### config.mk
export PLATFORM = sky130hd
export DESIGN_NAME = scs_port
export DESIGN_NICKNAME = d
export VERILOG_FILES = /design/src/core/scs_pkg.sv /design/src/core/scs_sync.sv /design/src/core/scs_fifo.sv /design/src/core/scs_port.sv
export VERILOG_INCLUDE_DIRS = /design/src /design/src/core
export SDC_FILE = /design/constraint.sdc
export NUM_CORES = 1
export LEC_CHECK = 0
export ABC_AREA = 1
export BUFFER_PORTS_ARGS = -buffer_cell sky130_fd_sc_hd__buf_2
export CAP_MARGIN = 20
export CORE_UTILIZATION = 30
export CTS_CLUSTER_DIAMETER = 80
export CTS_CLUSTER_SIZE = 30
export DETAILED_ROUTE_END_ITERATION = 7
export GPL_ROUTABILITY_DRIVEN = 1
export PLACE_DENSITY_LB_ADDON = 0.2
export SKIP_LAST_GASP = 1
export SYNTH_ARGS = -nofsm -noshare
export SYNTH_HDL_FRONTEND = slang
export SYNTH_SLANG_ARGS = --single-unit
### constraint.sdc
create_clock -name clock -period 3.4 [get_ports clock]
set_clock_uncertainty 0.1 [all_clocks]
set_input_delay 0.68 -clock clock [delete_from_list [all_inputs] [get_ports clock]]
set_output_delay 0.68 -clock clock [all_outputs]
set_load 0.02 [all_outputs]
### src/core/scs_defines.svh
// Register map, field positions and timing counts of the serial port
`ifndef SCS_DEFINES_SVH
`define SCS_DEFINES_SVH
`define SCS_ADDR_CFG 8'ha1
`define SCS_ADDR_CTRL 8'ha3
`define SCS_ADDR_DATA 8'ha4
`define SCS_BIT_BUSY 7
`define SCS_BIT_MST 6
`define SCS_BIT_CPHA 5
`define SCS_BIT_CPOL 4
`define SCS_BIT_SEL 3
`define SCS_BIT_RAW 2
`define SCS_BIT_SHIFTER_EMPTY_FLAG 1
`define SCS_BIT_RXE 0
`define SCS_BIT_EN 0
`define SCS_BYTE_ZERO 8'h00
`define SCS_CLK_NS 20
`define SCS_SCK_HALF_NS 80
`define SCS_SCK_HALF_CYC (`SCS_SCK_HALF_NS / `SCS_CLK_NS)
`define SCS_BIT_CYC (2 * `SCS_SCK_HALF_CYC)
`define SCS_DIV_W 4
`define SCS_DEGLITCH_CYC 2'h3
`define SCS_LAST_BIT 3'h7
`define SCS_FIFO_DEPTH 16
`define SCS_FIFO_AW 4
`endif

### src/core/scs_pkg.sv
// Types shared by the serial port files
package scs_pkg;
  typedef enum logic {SCS_IDLE, SCS_XFER} scs_mst_state_t;
endpackage

### src/core/scs_sync.sv
// Two-flop synchroniser for pin inputs
`timescale 1ns/1ns
module scs_sync #(
  parameter int W = 4,
  parameter logic [W-1:0] RST_VAL = '0
) (
  input wire logic clock,
  input wire logic rst_n,
  input wire logic [W-1:0] d,
  output logic [W-1:0] q
);
  typedef struct packed {
    logic [W-1:0] s1;
    logic [W-1:0] s2;
  } scs_sync_st_t;
  scs_sync_st_t st_reg;
  scs_sync_st_t st_next;

  always_comb begin
    st_next.s1 = d;
    st_next.s2 = st_reg.s1;
  end

  always_ff @(posedge clock) begin
    if (!rst_n) begin
      st_reg <= {RST_VAL, RST_VAL};
    end else begin
      st_reg <= st_next;
    end
  end

  assign q = st_reg.s2;
endmodule

### src/core/scs_fifo.sv
// Receive FIFO with valid and ready on both sides
`timescale 1ns/1ns
module scs_fifo #(
  parameter int W = 8,
  parameter int DEPTH = 16,
  parameter int AW = 4
) (
  input wire logic clock,
  input wire logic rst_n,
  input wire logic in_valid,
  output logic in_ready,
  input wire logic [W-1:0] in_data,
  output logic out_valid,
  input wire logic out_ready,
  output logic [W-1:0] out_data
);
  typedef struct packed {
    logic [AW-1:0] wp;
    logic [AW-1:0] rp;
    logic [AW:0] cnt;
  } scs_fifo_st_t;
  scs_fifo_st_t st_reg;
  scs_fifo_st_t st_next;
  logic [W-1:0] mem [DEPTH];
  logic push;
  logic pop;

  assign in_ready = (st_reg.cnt != (AW+1)'(DEPTH));
  assign out_valid = (st_reg.cnt != '0);
  assign push = in_valid && in_ready;
  assign pop = out_valid && out_ready;
  assign out_data = mem[st_reg.rp];

  always_comb begin
    st_next = st_reg;
    if (push) begin
      st_next.wp = st_reg.wp + 1'b1;
    end
    if (pop) begin
      st_next.rp = st_reg.rp + 1'b1;
    end
    st_next.cnt = st_reg.cnt + (AW+1)'(push) - (AW+1)'(pop);
  end

  always_ff @(posedge clock) begin
    if (!rst_n) begin
      st_reg <= '0;
    end else begin
      st_reg <= st_next;
    end
    if (push) begin
      mem[st_reg.wp] <= in_data;
    end
  end
endmodule

### src/core/scs_port.sv
// Serial port with configuration and status register
`timescale 1ns/1ns
`include "scs_defines.svh"
// Summary of operation
// - The busy flag reads 1 while any transfer runs, master or slave.
// - Master-select 0 runs the port as slave, 1 as clock-driving master.
// - Phase 0 centres each bit on the first clock edge, phase 1 on the second.
// - The serial clock idles low with polarity 0 and high with polarity 1.
// - The selected flag reads 1 while slave-select is low, else 0.
// - The selected flag comes from a deglitched copy of slave-select.
// - The raw select bit returns the unfiltered slave-select pin level.
// - As slave the shifter-empty flag sets when nothing is in or pending.
// - Shifter-empty clears on a transmit load or on any serial clock edge seen as an enabled, selected slave.
// - As master the shifter-empty flag always reads 1.
// - As slave receive-empty is 1 with no unread data and 0 with some.
// - As master the receive-empty flag always reads 1.
// - As slave incoming data is sampled in the middle of each bit.
// - As master input is sampled one clock before each bit period ends.
// - As slave the port acts only while selected; select fall resets count.
module scs_port (
  input wire logic clock,
  input wire logic rst_n,
  input wire logic [7:0] addr,
  input wire logic [7:0] wdata,
  input wire logic wr,
  input wire logic rd,
  output logic [7:0] rdata,
  input wire logic sck_i,
  output logic sck_o,
  output logic sck_oe,
  input wire logic mosi_i,
  output logic mosi_o,
  output logic mosi_oe,
  input wire logic miso_i,
  output logic miso_o,
  output logic miso_oe,
  input wire logic slave_select_line_n
);
  typedef struct packed {
    logic mst;
    logic cpha;
    logic cpol;
    logic en;
    logic [7:0] tx;
    logic tx_full;
    logic [7:0] sh;
    logic sh_loaded;
    logic [7:0] rx_sh;
    logic [2:0] bit_cnt;
    scs_pkg::scs_mst_state_t mstate;
    logic [`SCS_DIV_W-1:0] div;
    logic sck_prev;
    logic ss_filt;
    logic ss_prev;
    logic [1:0] glitch_cnt;
    logic slv_busy;
    logic shifter_empty_flag;
    logic push;
    logic [7:0] push_data;
    logic [7:0] rdata;
  } scs_st_t;
  scs_st_t st_reg;
  scs_st_t st_next;

  logic [3:0] pins_s;
  logic sck_s;
  logic mosi_s;
  logic miso_s;
  logic ss_s;
  logic fifo_in_ready;
  logic fifo_out_valid;
  logic fifo_pop;
  logic [7:0] fifo_data;
  logic busy;
  logic sel;
  logic slv_act;
  logic edge_any;
  logic edge_lead;
  logic samp_edge;
  logic shift_edge;
  logic [7:0] cfg_read;
  logic sck_active;
  logic mst_start;
  logic rd_cfg;
  logic rd_ctrl;
  logic rd_data;
  logic wr_cfg;
  logic wr_ctrl;
  logic wr_data;
  logic slv_end_edge;
  logic shifter_empty_flag_flag;
  logic rxe_flag;

  // Pins cross into the core clock through two flops
  scs_sync #(
    .W(4),
    .RST_VAL(4'h1)
  ) u_sync (
    .clock(clock),
    .rst_n(rst_n),
    .d({sck_i, mosi_i, miso_i, slave_select_line_n}),
    .q(pins_s)
  );
  assign {sck_s, mosi_s, miso_s, ss_s} = pins_s;

  scs_fifo #(
    .W(8),
    .DEPTH(`SCS_FIFO_DEPTH),
    .AW(`SCS_FIFO_AW)
  ) u_rx_fifo (
    .clock(clock),
    .rst_n(rst_n),
    .in_valid(st_reg.push),
    .in_ready(fifo_in_ready),
    .in_data(st_reg.push_data),
    .out_valid(fifo_out_valid),
    .out_ready(fifo_pop),
    .out_data(fifo_data)
  );

  function automatic logic hit(input logic [7:0] a, input logic [7:0] r);
    hit = (a == r);
  endfunction

  function automatic logic [7:0] shift_in(input logic [7:0] s,
                                          input logic b);
    shift_in = {s[6:0], b};
  endfunction

  // Strobe decode, shared by the read mux and the write path
  assign rd_cfg = rd && hit(addr, `SCS_ADDR_CFG);
  assign rd_ctrl = rd && hit(addr, `SCS_ADDR_CTRL);
  assign rd_data = rd && hit(addr, `SCS_ADDR_DATA);
  assign wr_cfg = wr && hit(addr, `SCS_ADDR_CFG);
  assign wr_ctrl = wr && hit(addr, `SCS_ADDR_CTRL);
  assign wr_data = wr && hit(addr, `SCS_ADDR_DATA);
  assign fifo_pop = rd_data;

  // Selected state from the filtered select level
  assign sel = !st_reg.ss_filt;
  assign slv_act = st_reg.en && !st_reg.mst && sel;
  assign edge_any = slv_act && (sck_s != st_reg.sck_prev);
  // Leading edge leaves the idle level set by polarity
  assign edge_lead = edge_any && (st_reg.sck_prev == st_reg.cpol);
  // Sample on the edge the bit is centred on
  assign samp_edge = st_reg.cpha ? (edge_any && !edge_lead)
                                 : edge_lead;
  assign shift_edge = edge_any && !samp_edge;
  // Phase 0: the shift edge after the eighth sample closes the byte
  assign slv_end_edge = shift_edge && !st_reg.cpha &&
                        (st_reg.bit_cnt == 3'h0);
  assign busy = (st_reg.mstate == scs_pkg::SCS_XFER) ||
                st_reg.slv_busy;

  // Master clock: active half placed by phase, idle level by polarity
  assign sck_active = st_reg.cpha
    ? (st_reg.div < `SCS_DIV_W'(`SCS_SCK_HALF_CYC))
    : (st_reg.div >= `SCS_DIV_W'(`SCS_SCK_HALF_CYC));
  assign sck_o = st_reg.cpol ^ ((st_reg.mstate == scs_pkg::SCS_XFER) &&
                 sck_active);
  assign sck_oe = st_reg.en && st_reg.mst;
  assign mosi_o = st_reg.sh[7];
  assign mosi_oe = st_reg.en && st_reg.mst;
  assign miso_o = st_reg.sh[7];
  assign miso_oe = slv_act;
  assign rdata = st_reg.rdata;

  // Room is checked including a push still in flight
  assign mst_start = st_reg.en && st_reg.mst &&
    (st_reg.mstate == scs_pkg::SCS_IDLE) && st_reg.tx_full &&
    fifo_in_ready && !st_reg.push;

  // Both empty flags only carry meaning as slave
  assign shifter_empty_flag_flag = st_reg.mst || st_reg.shifter_empty_flag;
  assign rxe_flag = st_reg.mst || !fifo_out_valid;

  always_comb begin
    cfg_read = `SCS_BYTE_ZERO;
    cfg_read[`SCS_BIT_BUSY] = busy;
    cfg_read[`SCS_BIT_MST] = st_reg.mst;
    cfg_read[`SCS_BIT_CPHA] = st_reg.cpha;
    cfg_read[`SCS_BIT_CPOL] = st_reg.cpol;
    cfg_read[`SCS_BIT_SEL] = sel;
    cfg_read[`SCS_BIT_RAW] = ss_s;
    cfg_read[`SCS_BIT_SHIFTER_EMPTY_FLAG] = shifter_empty_flag_flag;
    cfg_read[`SCS_BIT_RXE] = rxe_flag;
  end

  always_comb begin
    st_next = st_reg;
    st_next.push = 1'b0;
    st_next.sck_prev = sck_s;
    st_next.ss_prev = st_reg.ss_filt;

    // Bus read, data one cycle later; unmapped reads as zero
    st_next.rdata = st_reg.rdata;
    if (rd_cfg) begin
      st_next.rdata = cfg_read;
    end else if (rd_ctrl) begin
      st_next.rdata = {7'h00, st_reg.en};
    end else if (rd_data) begin
      st_next.rdata = fifo_out_valid ? fifo_data : `SCS_BYTE_ZERO;
    end else if (rd) begin
      st_next.rdata = `SCS_BYTE_ZERO;
    end

    // Bus writes; status bits are read-only
    if (wr_cfg) begin
      st_next.mst = wdata[`SCS_BIT_MST];
      st_next.cpha = wdata[`SCS_BIT_CPHA];
      st_next.cpol = wdata[`SCS_BIT_CPOL];
    end
    if (wr_ctrl) begin
      st_next.en = wdata[`SCS_BIT_EN];
    end
    // A write while the buffer is full is dropped
    if (wr_data && !st_reg.tx_full) begin
      st_next.tx = wdata;
      st_next.tx_full = 1'b1;
    end

    // Deglitch: level must hold several clocks before it is believed
    // Trade-off: glitch immunity costs four clocks of select latency
    if (ss_s == st_reg.ss_filt) begin
      st_next.glitch_cnt = 2'h0;
    end else if (st_reg.glitch_cnt == `SCS_DEGLITCH_CYC) begin
      st_next.ss_filt = ss_s;
      st_next.glitch_cnt = 2'h0;
    end else begin
      st_next.glitch_cnt = st_reg.glitch_cnt + 2'h1;
    end

    if (st_reg.mst) begin
      // Master engine
      st_next.slv_busy = 1'b0;
      case (st_reg.mstate)
        scs_pkg::SCS_IDLE: begin
          st_next.div = '0;
          if (mst_start) begin
            st_next.sh = st_reg.tx;
            st_next.tx_full = 1'b0;
            st_next.bit_cnt = 3'h0;
            st_next.mstate = scs_pkg::SCS_XFER;
          end
        end
        scs_pkg::SCS_XFER: begin
          st_next.div = st_reg.div + `SCS_DIV_W'(1);
          // Last clock of the bit: slave input has settled longest
          if (st_reg.div == `SCS_DIV_W'(`SCS_BIT_CYC - 1)) begin
            st_next.rx_sh = shift_in(st_reg.rx_sh, miso_s);
            st_next.div = '0;
            st_next.sh = {st_reg.sh[6:0], 1'b0};
            st_next.bit_cnt = st_reg.bit_cnt + 3'h1;
            if (st_reg.bit_cnt == `SCS_LAST_BIT) begin
              st_next.push = 1'b1;
              st_next.push_data = shift_in(st_reg.rx_sh, miso_s);
              st_next.mstate = scs_pkg::SCS_IDLE;
            end
          end
        end
        default: begin
          st_next.mstate = scs_pkg::SCS_IDLE;
        end
      endcase
    end else begin
      // Slave engine
      // Three-wire slave is not supported: idle select ignores the clock
      st_next.mstate = scs_pkg::SCS_IDLE;
      st_next.div = '0;
      if (st_reg.ss_prev && !st_reg.ss_filt) begin
        st_next.bit_cnt = 3'h0;
        st_next.slv_busy = 1'b0;
      end else if (samp_edge) begin
        st_next.rx_sh = shift_in(st_reg.rx_sh, mosi_s);
        st_next.bit_cnt = st_reg.bit_cnt + 3'h1;
        st_next.slv_busy = 1'b1;
        if (st_reg.bit_cnt == `SCS_LAST_BIT) begin
          // Full FIFO drops the byte: overrun
          st_next.push = 1'b1;
          st_next.push_data = shift_in(st_reg.rx_sh, mosi_s);
          st_next.sh_loaded = 1'b0;
          st_next.slv_busy = 1'b0;
        end
      end else if (shift_edge) begin
        st_next.slv_busy = !slv_end_edge;
        if (st_reg.bit_cnt == 3'h0) begin
          // Byte boundary: take the next byte or hold
          if (st_reg.tx_full) begin
            st_next.sh = st_reg.tx;
            st_next.tx_full = 1'b0;
            st_next.sh_loaded = 1'b1;
          end
        end else begin
          st_next.sh = {st_reg.sh[6:0], 1'b1};
        end
      end
      // Empty shifter takes the buffer at once
      if (!st_reg.sh_loaded && !st_reg.slv_busy && st_reg.tx_full &&
          !edge_any) begin
        st_next.sh = st_reg.tx;
        st_next.tx_full = 1'b0;
        st_next.sh_loaded = 1'b1;
      end
      // Rising select ends any byte in progress
      if (!sel) begin
        st_next.slv_busy = 1'b0;
      end
    end

    // Shifter-empty tracking
    if (edge_any || (st_next.sh_loaded && !st_reg.sh_loaded)) begin
      st_next.shifter_empty_flag = 1'b0;
    end else if (!st_reg.mst && !st_reg.slv_busy && !st_reg.sh_loaded &&
                 !st_reg.tx_full && !st_reg.push) begin
      st_next.shifter_empty_flag = 1'b1;
    end

    // Disable parks both engines and restarts the byte
    if (!st_reg.en) begin
      st_next.mstate = scs_pkg::SCS_IDLE;
      st_next.bit_cnt = 3'h0;
      st_next.slv_busy = 1'b0;
      st_next.div = '0;
    end
  end

  always_ff @(posedge clock) begin
    if (!rst_n) begin
      st_reg <= '0;
      st_reg.ss_filt <= 1'b1;
      st_reg.ss_prev <= 1'b1;
      st_reg.sck_prev <= 1'b1;
      st_reg.shifter_empty_flag <= 1'b1;
      st_reg.mstate <= scs_pkg::SCS_IDLE;
    end else begin
      st_reg <= st_next;
    end
  end
endmodule

; ---- After elaboration in Yosys (flattened, before gate mapping)
; Memory sizes are Yosys's and may differ from the RTL's. A register that Yosys moved wholly into a read port is not among the register bits.
; Cells that the tools add are included.
[totals]
elab_cells = 176
ram_bits = 128
mem_count = 1
ff_bits = 82
input_bits = 24
out_inout_bits = 14
[memory_table]
columns = memory, words, width, read_ports, rd_clocked_by_memory_dff, write_ports, line
row1 = u_rx_fifo.mem, 16, 8, 1, 1, 1, scs_fifo.sv:24  ; logic [W-1:0] mem [DEPTH];
[classes]
n_eq_ne = 18
n_addsub = 7
order_cmp = 2
mux = 52
n_bitwise = 5
reduce_logical = 65
[op_table]
columns = operator, count
row1 = 2-to-1 mux 9 bit, 10
row2 = 2-to-1 mux 10 bit, 8
row3 = 2-to-1 mux 8 bit, 7
row4 = logical AND 1 bit, 32
row5 = one-hot mux 8 bit (2 select lines), 2
row6 = 2-to-1 mux 15 bit, 2
row7 = equality test 8 bit (second input constant), 3
row8 = 2-to-1 mux 18 bit, 1
row9 = 2-to-1 mux 1 bit, 16
row10 = adder 4 x 1 -> 4 bit (second input constant), 3
row11 = zero test 1 bit, 12
row12 = 2-to-1 mux 4 bit, 3
row13 = 2-to-1 mux 11 bit, 1
row14 = != test 3 x 2 -> 1 bit (second input constant), 3
row15 = 2-to-1 mux 7 bit, 1
row16 = AND reduction 3 bit, 2
row17 = AND reduction 6 bit, 1
row18 = nonzero test 2 bit, 3
row19 = nonzero test 3 bit, 2
row20 = adder 5 x 1 -> 5 bit, 1
row21 = != test 5 bit (second input constant), 1
row22 = AND reduction 5 bit, 1
row23 = nonzero test 5 bit, 1
row24 = OR reduction 5 bit, 1
row25 = 23 further kinds, 32

; ---- Depth between registers and ports, before layout
[logic_depth]
ltp_word = 23
depth_mapped = 14
ltp_nobuf = 14

; ---- Cells and area by module
; Synthesis repeated with hierarchy kept, for this count alone.
[hier_totals]
cells_unflattened = 1130
area_unflattened_um2 = 9796.9
[by_module_without_submodules]
columns = module, cells_each, seq_area_each_um2, instances, area_each_um2
row1 = scs_fifo, 652, 4184.0, 1, 6465.0
row2 = scs_port, 453, 1221.2, 1, 3106.7
row3 = scs_sync, 25, 160.2, 1, 225.2

; ---- Worst setup path after synthesis
; OpenSTA, ideal clock, no wires.
[synth_path]
kind = input to register
from = input addr[4]
to = register u_rx_fifo.st_reg[4] (netlist name)
path_buffers = 0
stages = 14
setup_ns = 0.122
arrival_ns = 2.580
setup_slack_ns = 0.598
cell_sequence = nor2_1 > nand3_1 > nor2_1 > nand3_1 > inv_2 > ha_1 > inv_1 > ha_1 > inv_1 > fa_1 > o21ai_0 > a21oi_1 > o21ai_0 > a21oi_1
[synth_via]
elab_chain_len = 4
[synth_rtl]
columns = item, line
row1 = "start, declared", scs_port.sv:23  ; input wire logic [7:0] addr,
row2 = equality test 8 bit, scs_port.sv:122  ; hit = (a == r);
row3 = logical AND 1 bit, scs_port.sv:133  ; assign rd_data = rd && hit(addr, `SCS_ADDR_DATA);
row4 = logical AND 1 bit, scs_fifo.sv:31  ; assign pop = out_valid && out_ready;
row5 = named net u_rx_fifo.pop, scs_fifo.sv:26  ; logic pop;
row6 = subtractor 5 x 1 -> 5 bit, scs_fifo.sv:42  ; st_next.cnt = st_reg.cnt + (AW+1)'(push) - (AW+1)'(pop);
row7 = "end signal, assigned", scs_fifo.sv:49  ; st_reg <= st_next;
row8 = "end, declared", scs_fifo.sv:22  ; scs_fifo_st_t st_reg;
; The timed path passes the listed nets, and every way through them passes these cells.
; A chain may end at the register's enable or synchronous reset.

; ---- Worst setup path in the final report
[layout_path]
from = register u_rx_fifo.st_reg[3] (netlist name)
to = register u_rx_fifo.st_reg[4] (netlist name)
[layout_via]
word_cells_on_any_way = 6
classes_between = add/sub: 2 / eq/ne: 1 / reduce/logical: 3
[layout_lines]
columns = item, line
row1 = nonzero test 5 bit, scs_fifo.sv:29  ; assign out_valid = (st_reg.cnt != '0);
row2 = logical AND 1 bit, scs_fifo.sv:31
row3 = named net u_rx_fifo.pop, scs_fifo.sv:26
row4 = subtractor 5 x 1 -> 5 bit, scs_fifo.sv:42
; The timed path passes the listed nets, and every way through them passes these cells.

==> out/metrics.yaml <==
yosys:
  yosysMostFrequentCell: "nand2_1"
  syn_area_per_cell_um2: 9.25
  synth.area.top_cells: "edfxtp_1 (40%), dfxtp_1 (18%), nand2_1 (8.3%)"
  synth_top_cell_by_area: "edfxtp_1"
  synth_area_um2: 9500
  syn-num-nets: 1068
  synth-edff-count: 128
  synth_top_flop_cell: "edfxtp_1"
  synthXorXnorAreaFrac: 0.00369
  yosysWarnings: 0
  yosysTopAreaCellShare: 0.405
  yosys-top-cells-count: "nand2_1 (209), inv_1 (132), edfxtp_1 (128), dfxtp_1 (86), nand3_1 (83)"
  synth_top_family_by_area: "simple AND/OR/NAND/NOR gates"
  async_reset_ff_frac: 0
  synthAdderAreaFrac: 0.0232
  synthMuxAreaShare: 0
  synth_seq_area_share: 0.586
  synthSimpleGateAreaFrac: 0.187
  ys_types: 41
  synth_compound_area_frac: 0.115
  ys_seq_elements: 214
  syn_inst: 1027
power_and_ir_drop:
  p_per_area_nw_per_um2: 450
  comb_power_share: 0.016
  switching_share: 0.224
  leakagePower_nw: 4.12
  vdd_drop_max_v: 0.000228
  p_int_mw: 3.70
  clkPwrFrac: 0.411
  power_switching_mw: 1.06
  pwr-share-seq: 0.573
die:
  die_w_um: 180
  rows: 64
  initial_core_util: 0.308
  die_h_um: 180
  dieArea_um2: 32400
  ios: 38
  core-area_um2: 30800
routing:
  drc: 1
  final_antenna_net_count: 0
  drt-wirelength-per-cell_um: 15.8
  totalWireLength_um: 22900
  drt_iter0_drc: 430
  drtPass1Iterations: 7
  via_per_inst: 4.65
  route.vias.total: 6756
final_layout:
  num_antenna_cells: 0
  fin_nets: 1091
  largest_register_ffs: 128
  drive_gt1_frac: 0.103
  areaGrowthSynthToFinish_pct: 11.3
clocking:
  cts-hold-fix-buffers: 0
  cts_buffers: 14
  clk_path_buf_depth: 3
  cts-root-buf: "clkbuf_16"
  cts_tree: "yes"
  h-tree-depth: 1
  clk_latency_ns: 0.50
  cts.reportedPaths.clkPinSlew_ns: 0.10
  cts_setup_buffers: 0
  cts.sinks: 214
  cts.repair.resized: 0
sta:
  rsz0062_at_grt: "no"
  finalCritPeriodShare: 0.809
  maxSlewViolCount: 0
  maxSlewHeadroom: 0.370
  period_minus_slack_ns: 2.75
  hold_viol: 0
  worst_slew_pin_slew_ns: 0.939
  fmax_mhz: 363
  setup_violations: 0
  worst_slack_ns: 0.649
  tns_ns: 0
run_status:
  status: "complete, but fails checks"
  failed_checks: "design-rule violations"
place:
  dp_hpwl_um: 15500
  place_ws_ns: 0.306
  place_congestion: 0.833
  io_buffers: 37
global_routing:
  grt_usage: 0.146
  grt_pass1_wl_um: 37700
  grt-ovfl-total: 0
  antenna_found_initial: 0
  grt_pass1_vias: 6682
  grt_max_degree: 50
setup_path:
  path_class: "reg2reg"
  crit_fanout: 6
  crit_arrival_ns: 3.04
  worstPathRequired_ns: 3.69
  crit_path_end_kind: "flop"
  cp-start-kind: "flop"
flow_run:
  cap_viol_max_count: 0
min_path:
  worstHoldPathType: "in2reg"
cell type report:
cell class,instances,area (um2)
Fill cell,3203,20300
Sequential cell,214,5570
Multi-Input combinational cell,623,3120
Inverter,141,529
Tap cell,396,495
Clock buffer,15,375
Timing Repair Buffer,56,340
Clock inverter,9,140
power by group through the flow:
stage          registers [mW]  clock network, mW  logic (mW)
2_1_floorplan            2.79                  0      0.0515
6_report                 2.73               1.96      0.0777
5_1_grt                  2.73               2.11      0.0890
3_3_place_gp             2.79                  0      0.0773
3_5_place_dp             2.79                  0      0.0784
4_1_cts                  2.73               2.02      0.0788
logic make-up after synthesis:
group,after synthesis
fa+ha+maj,17
simple gates,405
compound gates,197
buf+inv,190
flops,214
xor+xnor,4
final timing paths:
check | start | end | depth (start not counted) | slack [ns]
setup / recovery | u_rx_fifo.st_reg[3] | u_rx_fifo.st_reg[4] | 14 | 0.65
hold / removal | sck_i | u_sync.st_next[3] | 3 | 0.27
setup reg to reg | u_rx_fifo.st_reg[3] | u_rx_fifo.st_reg[4] | 14 | 0.65
hold reg to reg | u_sync.st_next[2] | u_sync.q[2] | 2 | 0.32
stage by stage:
stage / total power [mW] / utilization / cells / hold slack [ns] / instance area, um2
2_1_floorplan: 2.84 / - / 1027 / 0.290 / 9500
3_3_place_gp: 2.87 / 0.326 / 1430 / 0.298 / 10100
3_5_place_dp: 2.87 / 0.326 / 1430 / 0.298 / 10100
4_1_cts: 4.83 / 0.343 / 1454 / 0.241 / 10600
5_1_grt: 4.93 / 0.343 / 1454 / 0.244 / 10600
6_report: 4.76 / 0.343 / 1454 / 0.268 / 10600
worst max-delay path, cell delays in order, from the launching register on:
cell	delay (ns)
dfxtp_1	0.33
inv_1	0.08
ha_1	0.19
nand4_1	0.17
nand3_1	0.26
inv_2	0.06
ha_1	0.28
inv_1	0.06
ha_1	0.15
inv_1	0.06
fa_1	0.43
o21ai_0	0.18
a21oi_1	0.09
o21ai_0	0.15
a21oi_1	0.05
placed cells by master (no fill, tap or decap), types with 15 or more instances in the layout:
| cell type | count |
|---|---|
| a21oi_1 | 65 |
| dfxtp_1 | 84 |
| nor2_1 | 72 |
| buf_2 | 37 |
| o211ai_1 | 39 |
| inv_1 | 132 |
| ha_1 | 16 |
| clkbuf_16 | 15 |
| o21ai_0 | 80 |
| nand2_1 | 209 |
| edfxtp_1 | 128 |
| buf_4 | 18 |
| nand3_1 | 83 |
routing by layer:
layer  wire [um]  vias to the layer above  share of wire  global-route usage
met5           0                        -              0                   0
met4         428                        0          0.019              0.0390
met3         718                       24          0.031              0.0199
met2       10200                       79           0.45               0.232
met1       11500                     3194           0.50               0.208
li1            -                     3459              -                   -
(Power assumes the default switching activity.)
